$ cat config.mk
export PLATFORM = sky130hd
export DESIGN_NAME = flash_status_read
export DESIGN_NICKNAME = d
export VERILOG_FILES = /design/src/flash_pkg.sv /design/src/flash_status_read.sv
export SDC_FILE = /design/constraint.sdc
export NUM_CORES = 1
export LEC_CHECK = 0
export BUFFER_PORTS_ARGS = -buffer_cell sky130_fd_sc_hd__buf_2
export CAP_MARGIN = 10
export CORE_MARGIN = 2
export CORE_UTILIZATION = 35
export DETAILED_ROUTE_END_ITERATION = 7
export PLACE_DENSITY_LB_ADDON = 0.12
export SETUP_SLACK_MARGIN = 0.4
export SYNTH_ARGS = -nofsm -noshare
export SYNTH_HDL_FRONTEND = slang
export SYNTH_HIERARCHICAL = 1
export SYNTH_SLANG_ARGS = --single-unit
$ cat constraint.sdc
create_clock -name clock_i -period 3.6 [get_ports clock_i]
set_input_delay 0.9 -clock clock_i [delete_from_list [all_inputs] [get_ports clock_i]]
set_output_delay 0.9 -clock clock_i [all_outputs]
set_load 0.03 [all_outputs]
$ cat src/flash_pkg.sv
// shared constants and types for the serial flash command logic, plus pin sync
`default_nettype none

package flash_pkg;

	// opcodes
	localparam logic [7:0] OP_WRITE_ENABLE_CMD = 8'h06;
	localparam logic [7:0] OP_STATUS_WRITE_CMD = 8'h01;
	localparam logic [7:0] OP_RDSR = 8'h05;
	localparam logic [7:0] OP_RDCR = 8'h15;
	localparam logic [7:0] OP_READ = 8'h03;
	localparam logic [7:0] OP_FAST = 8'h0b;
	localparam logic [7:0] OP_DOUT = 8'h3b;
	localparam logic [7:0] OP_DIO  = 8'hbb;
	localparam logic [7:0] OP_QIO  = 8'heb;

	// status and configuration bit positions
	localparam int SR_STATUS_WRITE_DISABLE  = 7;
	localparam int SR_QE    = 6;
	localparam int SR_BP_HI = 5;
	localparam int SR_BP_LO = 2;
	localparam int CR_DC    = 6;
	localparam int CR_TB    = 3;

	// dummy clock counts
	localparam logic [3:0] DUMMY_NONE  = 4'h0;
	localparam logic [3:0] DUMMY_FAST  = 4'h8;
	localparam logic [3:0] DUMMY_DOUT  = 4'h8;
	localparam logic [3:0] DUMMY_DIO_0 = 4'h4;
	localparam logic [3:0] DUMMY_DIO_1 = 4'h8;
	localparam logic [3:0] DUMMY_QIO_0 = 4'h6;
	localparam logic [3:0] DUMMY_QIO_1 = 4'ha;

	// bit counts
	localparam logic [4:0] CMD_LAST  = 5'h07;
	localparam logic [4:0] ADDR_BITS = 5'h18;
	localparam logic [3:0] BYTE_BITS = 4'h8;
	localparam logic [4:0] WSR_SHORT = 5'h08;
	localparam logic [4:0] WSR_LONG  = 5'h10;
	localparam logic [4:0] WSR_SAT   = 5'h11;

	// protection geometry: 32 blocks of 64 KiB
	localparam int         BLK_HI    = 20;
	localparam int         BLK_LO    = 16;
	localparam logic [5:0] BLK_COUNT = 6'h20;
	localparam logic [3:0] BP_ALL    = 4'h6;

	// self-timed status write cycle
	localparam int CLOCK_PERIOD_NS      = 20;
	localparam int STATUS_WRITE_TIME_NS = 40000;
	localparam int STATUS_WRITE_CYCLES  =
		(STATUS_WRITE_TIME_NS + CLOCK_PERIOD_NS - 1) / CLOCK_PERIOD_NS;
	localparam int TIMER_W = 24;

	typedef enum logic [2:0] {
		P_IDLE, P_CMD, P_ADDR, P_DUMMY, P_DATA, P_WDATA, P_SKIP
	} phase_e;

	typedef enum logic [1:0] {SRC_MEM, SRC_STATUS, SRC_CONFIG} src_e;

	// raw or synchronised pin levels
	typedef struct packed {
		logic       cs_n;
		logic       sclk;
		logic [3:0] io;
	} pin_in_s;

	localparam pin_in_s PINS_IDLE = '{cs_n: 1'b1, sclk: 1'b0, io: 4'h0};

	typedef struct packed {
		pin_in_s s1;
		pin_in_s s2;
		logic    sclk_q;
	} sync_s;

	typedef struct packed {
		phase_e               phase;
		src_e                 src;
		logic [7:0]           cmd;
		logic [4:0]           cnt;
		logic [3:0]           dcnt;
		logic [23:0]          addr;
		logic [15:0]          wdat;
		logic [4:0]           wbits;
		logic [7:0]           obyte;
		logic [3:0]           obits;
		logic                 write_enable_latch;
		logic                 wip_own;
		logic                 wip_out;
		logic                 status_write_disable;
		logic                 qe;
		logic [3:0]           bp;
		logic                 dc;
		logic                 tb;
		logic                 hardware_protect_mode;
		logic [15:0]          pend;
		logic                 pend16;
		logic [TIMER_W-1:0]   timer;
		logic [3:0]           io_out;
		logic [3:0]           io_oe_n;
		logic [23:0]          rd_addr;
		logic                 prog_ok;
		logic                 software_protect_mode;
	} state_s;

endpackage

// two-flop synchroniser for the pins, with serial clock edge detection
module pin_sync (
	// clock and reset
	input  wire logic              clock_i,
	input  wire logic              rst_i,
	input  wire logic              ce_i,
	// pins
	input  wire flash_pkg::pin_in_s pins_i,
	output var  flash_pkg::pin_in_s pins_o,
	output logic                   sclk_rise_o,
	output logic                   sclk_fall_o
);
	import flash_pkg::*;

	sync_s r;
	sync_s next_r;

	// edges come from the second stage only, never the first
	always_comb
	begin
		next_r        = r;
		next_r.s1     = pins_i;
		next_r.s2     = r.s1;
		next_r.sclk_q = r.s2.sclk;
	end

	always_ff @(posedge clock_i)
	begin
		if (rst_i)
			r <= '{s1: PINS_IDLE, s2: PINS_IDLE, sclk_q: 1'b0};
		else if (ce_i)
			r <= next_r;
	end

	assign pins_o      = r.s2;
	assign sclk_rise_o = r.s2.sclk & ~r.sclk_q;
	assign sclk_fall_o = ~r.s2.sclk & r.sclk_q;
endmodule

`default_nettype wire

$ cat src/flash_status_read.sv
// serial flash status write, protection modes and read command sequencer
//
// Contract
// dual-I/O read dummy: 4, or 8 when set
// quad-I/O read dummy: 6, or 10 when set
// status write needs write enable latch set
// status write updates protect, quad, disable bits
// host frames status write opcode then data
// execute only after exactly 8 or 16 bits
// timed write cycle; busy flag; latch clears after
// writable when disable bit clear or pin high
// disable bit and pin low reject writes
// hardware protection follows bit and low pin
// protected area refuses program and erase
// host keeps protect pin high during write
// basic read: opcode, address, data on falls
// address advances per byte, wraps to zero
// fast read has one dummy byte
// busy ignores fast, dual and quad reads
// dual-output read: 8 dummy, two-bit data
// dual-I/O read: address and data two-bit
// host holds dummy lines constant first two
// status layout: disable, quad, protect, latch, busy
// quad enable disables hardware protection
// busy flag set by any embedded operation
// top/bottom bit one-time, status write only
// second data byte loads configuration register
`default_nettype none

module flash_status_read #(
	parameter int WRITE_CYCLES = flash_pkg::STATUS_WRITE_CYCLES
) (
	// clock, reset, enable
	input  wire logic               clock_i,
	input  wire logic               rst_i,
	input  wire logic               ce_i,
	// serial pins, raw
	input  wire flash_pkg::pin_in_s pins_i,
	output logic [3:0]              io_out_o,
	output logic [3:0]              io_oe_n_o,
	// array side, same clock
	input  wire logic               ext_busy_i,
	input  wire logic [7:0]         rd_data_i,
	output logic [23:0]             rd_addr_o,
	input  wire logic               prog_req_i,
	input  wire logic [23:0]        prog_addr_i,
	output logic                    prog_ok_o,
	// register view
	output logic [7:0]              status_o,
	output logic [7:0]              config_o,
	output logic                    hardware_protect_mode_o,
	output logic                    software_protect_mode_o
);
	import flash_pkg::*;

	if (WRITE_CYCLES < 1 || WRITE_CYCLES >= (1 << TIMER_W))
		$error("WRITE_CYCLES out of range");

	state_s  r;
	state_s  next_r;
	pin_in_s sy;
	logic    rise;
	logic    fall;
	logic    busy;
	logic    hardware_protect_mode;
	logic    wsr_ok;
	logic [7:0] status_byte;
	logic [7:0] src_byte;
	logic [7:0] b;
	logic [2:0] alanes;
	logic [2:0] dlanes;
	logic [4:0] acnt;
	logic [23:0] an;

	pin_sync u_sync (
		.clock_i     (clock_i),
		.rst_i       (rst_i),
		.ce_i        (ce_i),
		.pins_i      (pins_i),
		.pins_o      (sy),
		.sclk_rise_o (rise),
		.sclk_fall_o (fall)
	);

	// lines per clock: address phase when adr is set, else data phase
	function automatic logic [2:0] lanes_of(input logic [7:0] op,
		input logic adr);
		if (op == OP_QIO)
			return 3'h4;
		if (op == OP_DIO || (op == OP_DOUT && !adr))
			return 3'h2;
		return 3'h1;
	endfunction

	function automatic logic [3:0] dummy_of(input logic [7:0] op,
		input logic dc);
		case (op)
			OP_FAST: return DUMMY_FAST;
			OP_DOUT: return DUMMY_DOUT;
			OP_DIO:  return dc ? DUMMY_DIO_1 : DUMMY_DIO_0;
			OP_QIO:  return dc ? DUMMY_QIO_1 : DUMMY_QIO_0;
			default: return DUMMY_NONE;
		endcase
	endfunction

	// block-protect span from the top, or from the bottom when tb is set
	function automatic logic in_protected(input logic [3:0] bp,
		input logic tb, input logic [4:0] blk);
		logic [5:0] span;
		span = 6'h0;
		if (bp >= BP_ALL)
			span = BLK_COUNT;
		else if (bp != 4'h0)
			span = 6'h1 << (bp - 4'h1);
		return tb ? ({1'b0, blk} < span) : ({1'b0, blk} >= BLK_COUNT - span);
	endfunction

	assign busy = r.wip_own | ext_busy_i;
	// quad mode turns the protect pin into a data line
	assign hardware_protect_mode = r.status_write_disable & ~sy.io[2] & ~r.qe;
	assign status_byte = {r.status_write_disable, r.qe, r.bp, r.write_enable_latch, r.wip_out};
	assign alanes = lanes_of(r.cmd, 1'b1);
	assign dlanes = lanes_of(r.cmd, 1'b0);
	assign acnt = r.cnt + {2'b00, alanes};
	assign wsr_ok = r.write_enable_latch & ~hardware_protect_mode & ~busy &
		(r.wbits == WSR_SHORT || r.wbits == WSR_LONG);

	always_comb
	begin
		case (r.src)
			SRC_STATUS: src_byte = status_byte;
			SRC_CONFIG: src_byte = config_o;
			default:    src_byte = rd_data_i;
		endcase
	end

	always_comb
	begin
		next_r = r;
		b = (r.obits == 4'h0) ? src_byte : r.obyte;
		an = r.addr;
		next_r.hardware_protect_mode = hardware_protect_mode;
		// own flop so the output is not an inverter after the hpm flop
		next_r.software_protect_mode = ~hardware_protect_mode;
		next_r.prog_ok = prog_req_i &
			~in_protected(r.bp, r.tb, prog_addr_i[BLK_HI:BLK_LO]);
		// self-timed write; new values land only when the cycle ends
		if (r.wip_own)
		begin
			if (r.timer == '0)
			begin
				next_r.wip_own = 1'b0;
				next_r.write_enable_latch = 1'b0;
				{next_r.status_write_disable, next_r.qe, next_r.bp} = r.pend16 ?
					r.pend[15:10] : r.pend[7:2];
				if (r.pend16)
				begin
					next_r.dc = r.pend[CR_DC];
					next_r.tb = r.tb | r.pend[CR_TB];
				end
			end
			else
				next_r.timer = r.timer - TIMER_W'(1);
		end
		if (sy.cs_n)
		begin
			// frame end: commands act on the chip-select rise
			if (r.phase == P_SKIP && r.cmd == OP_WRITE_ENABLE_CMD && !busy)
				next_r.write_enable_latch = 1'b1;
			if (r.phase == P_WDATA && wsr_ok)
			begin
				next_r.wip_own = 1'b1;
				next_r.timer = TIMER_W'(WRITE_CYCLES - 1);
				next_r.pend = r.wdat;
				next_r.pend16 = (r.wbits == WSR_LONG);
			end
			next_r.phase = P_IDLE;
			next_r.cmd = 8'h00;
			next_r.cnt = 5'h00;
			next_r.wbits = 5'h00;
			next_r.obits = 4'h0;
			next_r.io_oe_n = 4'hf;
		end
		else if (rise)
		begin
			case (r.phase)
				P_IDLE, P_CMD:
				begin
					next_r.cmd = {r.cmd[6:0], sy.io[0]};
					next_r.cnt = r.cnt + 5'h01;
					next_r.phase = P_CMD;
					if (r.cnt == CMD_LAST)
					begin
						next_r.cnt = 5'h00;
						next_r.phase = P_SKIP;
						case (next_r.cmd)
							OP_STATUS_WRITE_CMD:
								if (!busy)
									next_r.phase = P_WDATA;
							OP_RDSR:
							begin
								next_r.phase = P_DATA;
								next_r.src = SRC_STATUS;
							end
							OP_RDCR:
							begin
								next_r.phase = P_DATA;
								next_r.src = SRC_CONFIG;
							end
							OP_READ:
								next_r.phase = P_ADDR;
							OP_FAST, OP_DOUT, OP_DIO:
								if (!busy)
									next_r.phase = P_ADDR;
							OP_QIO:
								if (!busy && r.qe)
									next_r.phase = P_ADDR;
							default:
								next_r.phase = P_SKIP;
						endcase
					end
				end
				P_ADDR:
				begin
					case (alanes)
						3'h4: an = {r.addr[19:0], sy.io};
						3'h2: an = {r.addr[21:0], sy.io[1:0]};
						default: an = {r.addr[22:0], sy.io[0]};
					endcase
					next_r.addr = an;
					next_r.cnt = acnt;
					if (acnt == ADDR_BITS)
					begin
						next_r.rd_addr = an;
						next_r.src = SRC_MEM;
						next_r.dcnt = dummy_of(r.cmd, r.dc);
						next_r.phase = (next_r.dcnt == DUMMY_NONE) ?
							P_DATA : P_DUMMY;
					end
				end
				P_DUMMY:
				begin
					// dummy lines are not sampled; host keeps them level
					next_r.dcnt = r.dcnt - 4'h1;
					if (r.dcnt == 4'h1)
						next_r.phase = P_DATA;
				end
				P_WDATA:
				begin
					next_r.wdat = {r.wdat[14:0], sy.io[0]};
					if (r.wbits != WSR_SAT)
						next_r.wbits = r.wbits + 5'h01;
				end
				default:
					next_r.phase = r.phase;
			endcase
		end
		else if (fall && r.phase == P_DATA)
		begin
			// drive on falling edges so the host samples on rising ones
			case (dlanes)
				3'h4:
				begin
					next_r.io_out = b[7:4];
					next_r.io_oe_n = 4'h0;
				end
				3'h2:
				begin
					next_r.io_out[1:0] = b[7:6];
					next_r.io_oe_n = 4'hc;
				end
				default:
				begin
					next_r.io_out[1] = b[7];
					next_r.io_oe_n = 4'hd;
				end
			endcase
			next_r.obyte = b << dlanes;
			next_r.obits = r.obits + {1'b0, dlanes};
			if (next_r.obits == BYTE_BITS)
			begin
				next_r.obits = 4'h0;
				if (r.src == SRC_MEM)
					next_r.rd_addr = r.rd_addr + 24'h1;
			end
		end
		next_r.wip_out = next_r.wip_own | ext_busy_i;
	end

	always_ff @(posedge clock_i)
	begin
		if (rst_i)
		begin
			r <= '0;
			r.phase <= P_IDLE;
			r.src <= SRC_MEM;
			r.io_oe_n <= 4'hf;
			r.software_protect_mode <= 1'b1;
		end
		else if (ce_i)
			r <= next_r;
	end

	assign io_out_o = r.io_out;
	assign io_oe_n_o = r.io_oe_n;
	assign rd_addr_o = r.rd_addr;
	assign prog_ok_o = r.prog_ok;
	assign status_o = status_byte;
	assign config_o = {1'b0, r.dc, 2'b00, r.tb, 3'b000};
	assign hardware_protect_mode_o = r.hardware_protect_mode;
	assign software_protect_mode_o = r.software_protect_mode;

	// checks
	property p_dio_dummy;
		@(posedge clock_i) disable iff (rst_i)
		(r.phase == P_ADDR && next_r.phase == P_DUMMY && r.cmd == OP_DIO
			&& ce_i) |=> (r.dcnt == (r.dc ? 4'h8 : 4'h4));
	endproperty
	a_dio_dummy: assert property (p_dio_dummy) else $error("dio dummy");

	property p_qio_dummy;
		@(posedge clock_i) disable iff (rst_i)
		(r.phase == P_ADDR && next_r.phase == P_DUMMY && r.cmd == OP_QIO
			&& ce_i) |=> (r.dcnt == (r.dc ? 4'ha : 4'h6));
	endproperty
	a_qio_dummy: assert property (p_qio_dummy) else $error("qio dummy");

	property p_wsr_needs_wel;
		@(posedge clock_i) disable iff (rst_i)
		$rose(r.wip_own) |-> $past(r.write_enable_latch) && !$past(r.hardware_protect_mode);
	endproperty
	a_wsr_needs_wel: assert property (p_wsr_needs_wel) else $error("no wel");

	property p_wsr_values;
		@(posedge clock_i) disable iff (rst_i)
		$fell(r.wip_own) |-> {r.status_write_disable, r.qe, r.bp} ==
			(r.pend16 ? r.pend[15:10] : r.pend[7:2]);
	endproperty
	a_wsr_values: assert property (p_wsr_values) else $error("sr value");

	property p_wsr_count;
		@(posedge clock_i) disable iff (rst_i)
		$rose(r.wip_own) |-> ($past(r.wbits) == 5'h08
			|| $past(r.wbits) == 5'h10);
	endproperty
	a_wsr_count: assert property (p_wsr_count) else $error("bad count");

	property p_wsr_done;
		@(posedge clock_i) disable iff (rst_i)
		$fell(r.wip_own) |-> !r.write_enable_latch ##1 !r.wip_out || ext_busy_i;
	endproperty
	a_wsr_done: assert property (p_wsr_done) else $error("wel kept");

	property p_hpm_reject;
		@(posedge clock_i) disable iff (rst_i)
		(r.hardware_protect_mode && sy.cs_n && r.phase == P_WDATA) |=> !$rose(r.wip_own);
	endproperty
	a_hpm_reject: assert property (p_hpm_reject) else $error("hpm write");

	property p_addr_step;
		@(posedge clock_i) disable iff (rst_i)
		($past(r.phase) == P_DATA && $changed(r.rd_addr))
			|-> r.rd_addr == $past(r.rd_addr) + 24'h1;
	endproperty
	a_addr_step: assert property (p_addr_step) else $error("addr step");

	property p_busy_ignore;
		@(posedge clock_i) disable iff (rst_i)
		(busy && r.phase == P_CMD && next_r.phase == P_ADDR)
			|-> next_r.cmd == OP_READ;
	endproperty
	a_busy_ignore: assert property (p_busy_ignore) else $error("busy read");

	property p_out_on_fall;
		@(posedge clock_i) disable iff (rst_i)
		(rise && !sy.cs_n) |=> $stable(r.io_out);
	endproperty
	a_out_on_fall: assert property (p_out_on_fall) else $error("out edge");

	c_wsr: cover property (@(posedge clock_i) disable iff (rst_i)
		$fell(r.wip_own) && r.pend16);
	c_dio: cover property (@(posedge clock_i) disable iff (rst_i)
		r.phase == P_DATA && r.cmd == OP_DIO && r.obits == 4'h6);
	c_hpm: cover property (@(posedge clock_i) disable iff (rst_i)
		$rose(r.hardware_protect_mode));
endmodule

`default_nettype wire

# Yosys cells after proc, flatten, opt, wreduce, memory -nomap -nowiden
# Index checks and enable logic that the tools add are counted.
[classes]
addsub = 9
order_cmp = 3
eq_ne = 40
shift = 2
muxes = 73
bitwise_logic = 20
reduce_logical = 47
[ops]
columns = ["cell", "n"]
rows = [
  ["two-way mux 24 bit", 10],
  ["two-way mux 67 bit", 1],
  ["two-way mux 4 bit", 13],
  ["one-hot mux 24 bit (2 select lines)", 1],
  ["two-way mux 3 bit", 12],
  ["== test 8 bit, second input constant", 4],
  ["two-way mux 28 bit", 1],
  ["two-way mux 5 bit", 5],
  ["adder 24 x 1 -> 24 bit, second input constant", 1],
  ["logical NOT 24 bit", 1],
  ["subtractor 24 x 1 -> 24 bit, second input constant", 1],
  ["nonzero test 2 bit", 11],
  ["two-way mux 21 bit", 1],
  ["AND reduction 4 bit", 5],
  ["AND reduction 5 bit", 4],
  ["two-way mux 6 bit", 3],
  ["== test 8 x 3 -> 1 bit, second input constant", 2],
  ["== test 8 x 4 -> 1 bit, second input constant", 2],
  ["== test 8 x 6 -> 1 bit, second input constant", 2],
  ["two-way mux 8 bit", 2],
  ["one-hot mux 4 bit (2 select lines)", 2],
  ["one-hot mux 8 bit (2 select lines)", 1],
  ["== test 3 bit, second input constant", 5],
  ["one-hot mux 3 bit (5 select lines)", 1],
  ["other kinds (50)", 103],
]
[totals]
ff_bits = 179
input_bits = 43
out_inout_bits = 51
wordCells = 230

# Longest topological paths before layout
[depth]
ltp_word = 17
depth_mapped = 14

# By module
# The synthesis kept the hierarchy.
[by_module_without_submodules]
columns = ["module", "instances", "cells_each", "area_per_inst_um2"]
rows = [
  ["flash_status_read", 1, 1252, 9390.3],
  ["pin_sync", 1, 50, 535.5],
]

# Worst setup path after synthesis
# OpenSTA, ideal clock, no wires.
[synth_path]
kind = "register to register"
from = "register r[156] (netlist bit)"
to = "register r, in the netlist rd_addr_o[12]"
setup_ns = 0.074
arrival_ns = 3.649
required_time_ns = 3.526
path_slack_ns = -0.123
path_stages_with_launch = 13
n_path_buf = 2
period_less_slack_ns = 3.723
cell_sequence = "dfxtp_1 > and4b_1 > clkbuf_1 > clkbuf_1 > nand3_1 > ha_1 > fa_1 > xor2_1 > or4b_4 > nor4b_4 > o21ai_2 > or4_1 > a31oi_1"
[synth_via]
elab_chain_len = 10
[synth_lines]
columns = ["item", "line", "source"]
rows = [
  ["start: declaration", "flash_status_read.sv:59", "state_s r;"],
  ["start signal: assignment", "flash_status_read.sv:301", "r <= next_r;"],
  ["branches (longest 10 deep; another with adder 5 x 3 -> 5 bit)", "-", ""],
]
# Parallel ways; which one is timed is not known. The select of a mux whose other input is x is not followed.
# A chain may end at the register's enable or synchronous reset.

# Worst setup path in the final report
[layout_path]
from = "register r[155] (netlist bit)"
to = "register r, in the netlist rd_addr_o[12]"
# The elaborated chain is that of the path after synthesis.

==> key figures <==
Critical path
  – FF-to-FF setup slack: 0.39 ns
  – R2R cell count: 10
  – Startpoint types: register
  – Worst path arrival time: 3.57 ns
  – CP Capture Type: register
  – CP Max Fanout: 7
  – Required @ worst endpoint: 3.97 ns
  – Worst R2R Start: r[155]$_SDFFE_PP0P_
  – Critical Path Start: r[155]$_SDFFE_PP0P_
  – End of the critical path: rd_addr_o[12]$_SDFFE_PP0P_
  – WS Path Type: register to register
  – Worst r2r dst: rd_addr_o[12]$_SDFFE_PP0P_

Timing
  – Final Setup Violations: 0
  – TNS Setup: 0 ns
  – Final hold violation count: 0
  – Fmax: 312 MHz
  – Clock skew: 0.0103 ns
  – Hold_ws: 0.451 ns
  – Unrepaired setup endpoints after global routing: true
  – Slew HR: 0.406
  – Slew @ Worst Pin: 0.889 ns
  – Final Max Slew Viols: 0
  – Part of the cycle the worst path needs: 0.891
  – Final Critical Period: 3.21 ns

Placement
  – Dpl cells: 1,665
  – Final HPWL DP: 19.4 mm
  – Area post-placement: 10,400 µm²
  – Final Wtd Congestion: 0.832
  – IO buf count: 68

Cells and area
  – Share of cells above drive strength 1: 0.152
  – Nets: 1,391
  – Number of antenna diodes: 0
  – Non-filler instance count after layout: 1,707
  – Register Area: 3470 µm²
  – P&R area growth vs syn: 13.5%
  – Final Cell Area: 11,300 µm²
  – Multi-input gate area: 5820 µm²
  – Fillers: 2,856
  – Final core area utilization: 0.404

Global routing
  – Largest net degree at the start of global routing: 113
  – Initial antenna violation count: 0
  – First-pass GRT wire length: 45.5 mm
  – Vias in the first global route: 8,226
  – Total gr overflow: 0
  – Total GRT Usage: 0.194

Logic synthesis
  – Mean Syn Cell Area: 7.62 µm²
  – Syn Inst Count: 1,301
  – Synth Warn #: 6
  – Cell Area, Synth: 9920 µm²

Routing
  – Iteration-0 DRC Markers: 748
  – Drt wl/cell: 16.6 µm
  – DR vias: 9,166
  – First-pass DRT Iterations: 6
  – DR DRC count: 0
  – Antenna viol nets, final: 0
  – DRT Wirelength: 28.4 mm
  – DR vias/cell: 5.37

Die
  – Die H: 172 µm
  – Io pins: 94
  – Initial Util: 0.356
  – Die area: 29,700 µm²
  – Die Wd: 172 µm
  – Core area: 27,900 µm²
  – Cell Rows: 61

Clock network
  – Clock sink count: 173
  – TritonCTS Buffers: 17
  – Clock Pin Slew Worst Setup and Hold Paths: 0.07 ns
  – Hold Buf Count CTS: 0
  – Worst-skew pair later-pin latency: 0.43 ns
  – H-tree Lvls: 4
  – Root buf cell: clkbuf_16
  – CTS Buffer Depth: 2
  – CTS tree: done

Outcome
  – Status: finished, final reports clean

Pwr
  – Pwr Density: 337 nW/µm²
  – Worst VDD drop: 205 µV
  – Pleak: 3.99 nW

Min path
  – HP Class: register to register

Job
  – Max Cap Violations: 0
## flip-flops by register name, indices dropped and copies added (netlist names)
name and cells:
status_o 8, io_out_o 4, config_o 2, u_sync/next_r 6, u_sync/pins_o 6, hardware_protect_mode_o 1
r 116, rd_addr_o 24, u_sync/r 1, prog_ok_o 1, io_oe_n_o 3, software_protect_mode_o 1
## repair_timing
item,4_1_cts,5_1_grt
setup buffers,6,4
gates cloned,0,2
gates resized for setup,16,26
pin swaps,5,17
setup endpoints to repair,26,29
## layer usage
layer	track usage	vias up	share of wire
li1	-	4587	-
met1	0.286	4327	0.50
met2	0.289	227	0.44
met3	0.0332	25	0.042
met4	0.0541	0	0.012
met5	0	-	0
## power by group
part	leakage (nW)	internal, mW	total (mW)	switching (mW)
Combinational	2.35	0.0523	0.168	0.115
Sequential	1.40	1.92	1.93	0.00939
Clock	0.245	0.880	1.70	0.820
Total	3.99	2.85	3.80	0.945
## through the flow
step	setup slack (ns)	power [mW]
4_1_cts	0.344	3.86
3_5_place_dp	0.135	2.14
2_1_floorplan	0.341	2.09
5_1_grt	0.267	3.95
3_3_place_gp	0.175	2.14
6_report	0.391	3.80
## worst max-delay path, stage by stage (launching register included)
cell and delay [ns]:
dfxtp_2 0.32, and4b_4 0.39, nand3_4 0.12, ha_4 0.19, fa_2 0.35, xor2_2 0.16, or4b_4 0.50, nor4b_4 0.31
o21ai_4 0.17, or4_1 0.50, a31oi_1 0.13
## cell type report
cell class / instances / share of cell area
well taps: 378 / 0.0420
multi-input cells: 969 / 0.517
flip-flops and latches: 173 / 0.308
repair buffers: 126 / 0.0762
inverters: 31 / 0.0106
clock buffers: 18 / 0.0381
clock inverters: 12 / 0.00789
## layout by cell type, fill, tap and decap left out, types with 6 or more instances in the layout
master     instances
o21ai_0           53
nor3_1            28
a31oi_1           21
nor2b_1           21
xor2_1            16
nor2_1           136
a21oi_1          139
a22oi_1           15
ha_1              25
nor3b_1            6
dfxtp_1          168
nand2b_1          17
buf_2             67
xnor2_1           12
a21o_1             9
nand3_1           52
nor4_1            12
nand2_1          184
buf_4             52
clkbuf_16         19
inv_1             29
o22ai_1            6
mux2i_1           24
conb_1             6
and3_1             7
or3_1              6
and2_1             6
a211oi_1          15
o31ai_1           10
o211ai_1          11
o21a_1             6
o32ai_1            6
mux2_2             7
nand4_1           13
## worst min-delay path by stage
stage / depth (start not counted) / from / slack, ns / end
after floorplan: 1 / io_oe_n_o[1]$_SDFFE_PP1P_ / 0.43 / io_oe_n_o[1]$_SDFFE_PP1P_
after detailed placement: 2 / r[74]$_SDFFE_PP0P_ / 0.44 / r[74]$_SDFFE_PP0P_
after CTS: 2 / r[74]$_SDFFE_PP0P_ / 0.45 / r[74]$_SDFFE_PP0P_
final: 2 / r[74]$_SDFFE_PP0P_ / 0.45 / r[74]$_SDFFE_PP0P_
after global routing: 2 / r[61]$_SDFFE_PP0P_ / 0.47 / r[61]$_SDFFE_PP0P_
after global placement: 2 / r[74]$_SDFFE_PP0P_ / 0.43 / r[74]$_SDFFE_PP0P_
Power figures use the tool's default switching activity.
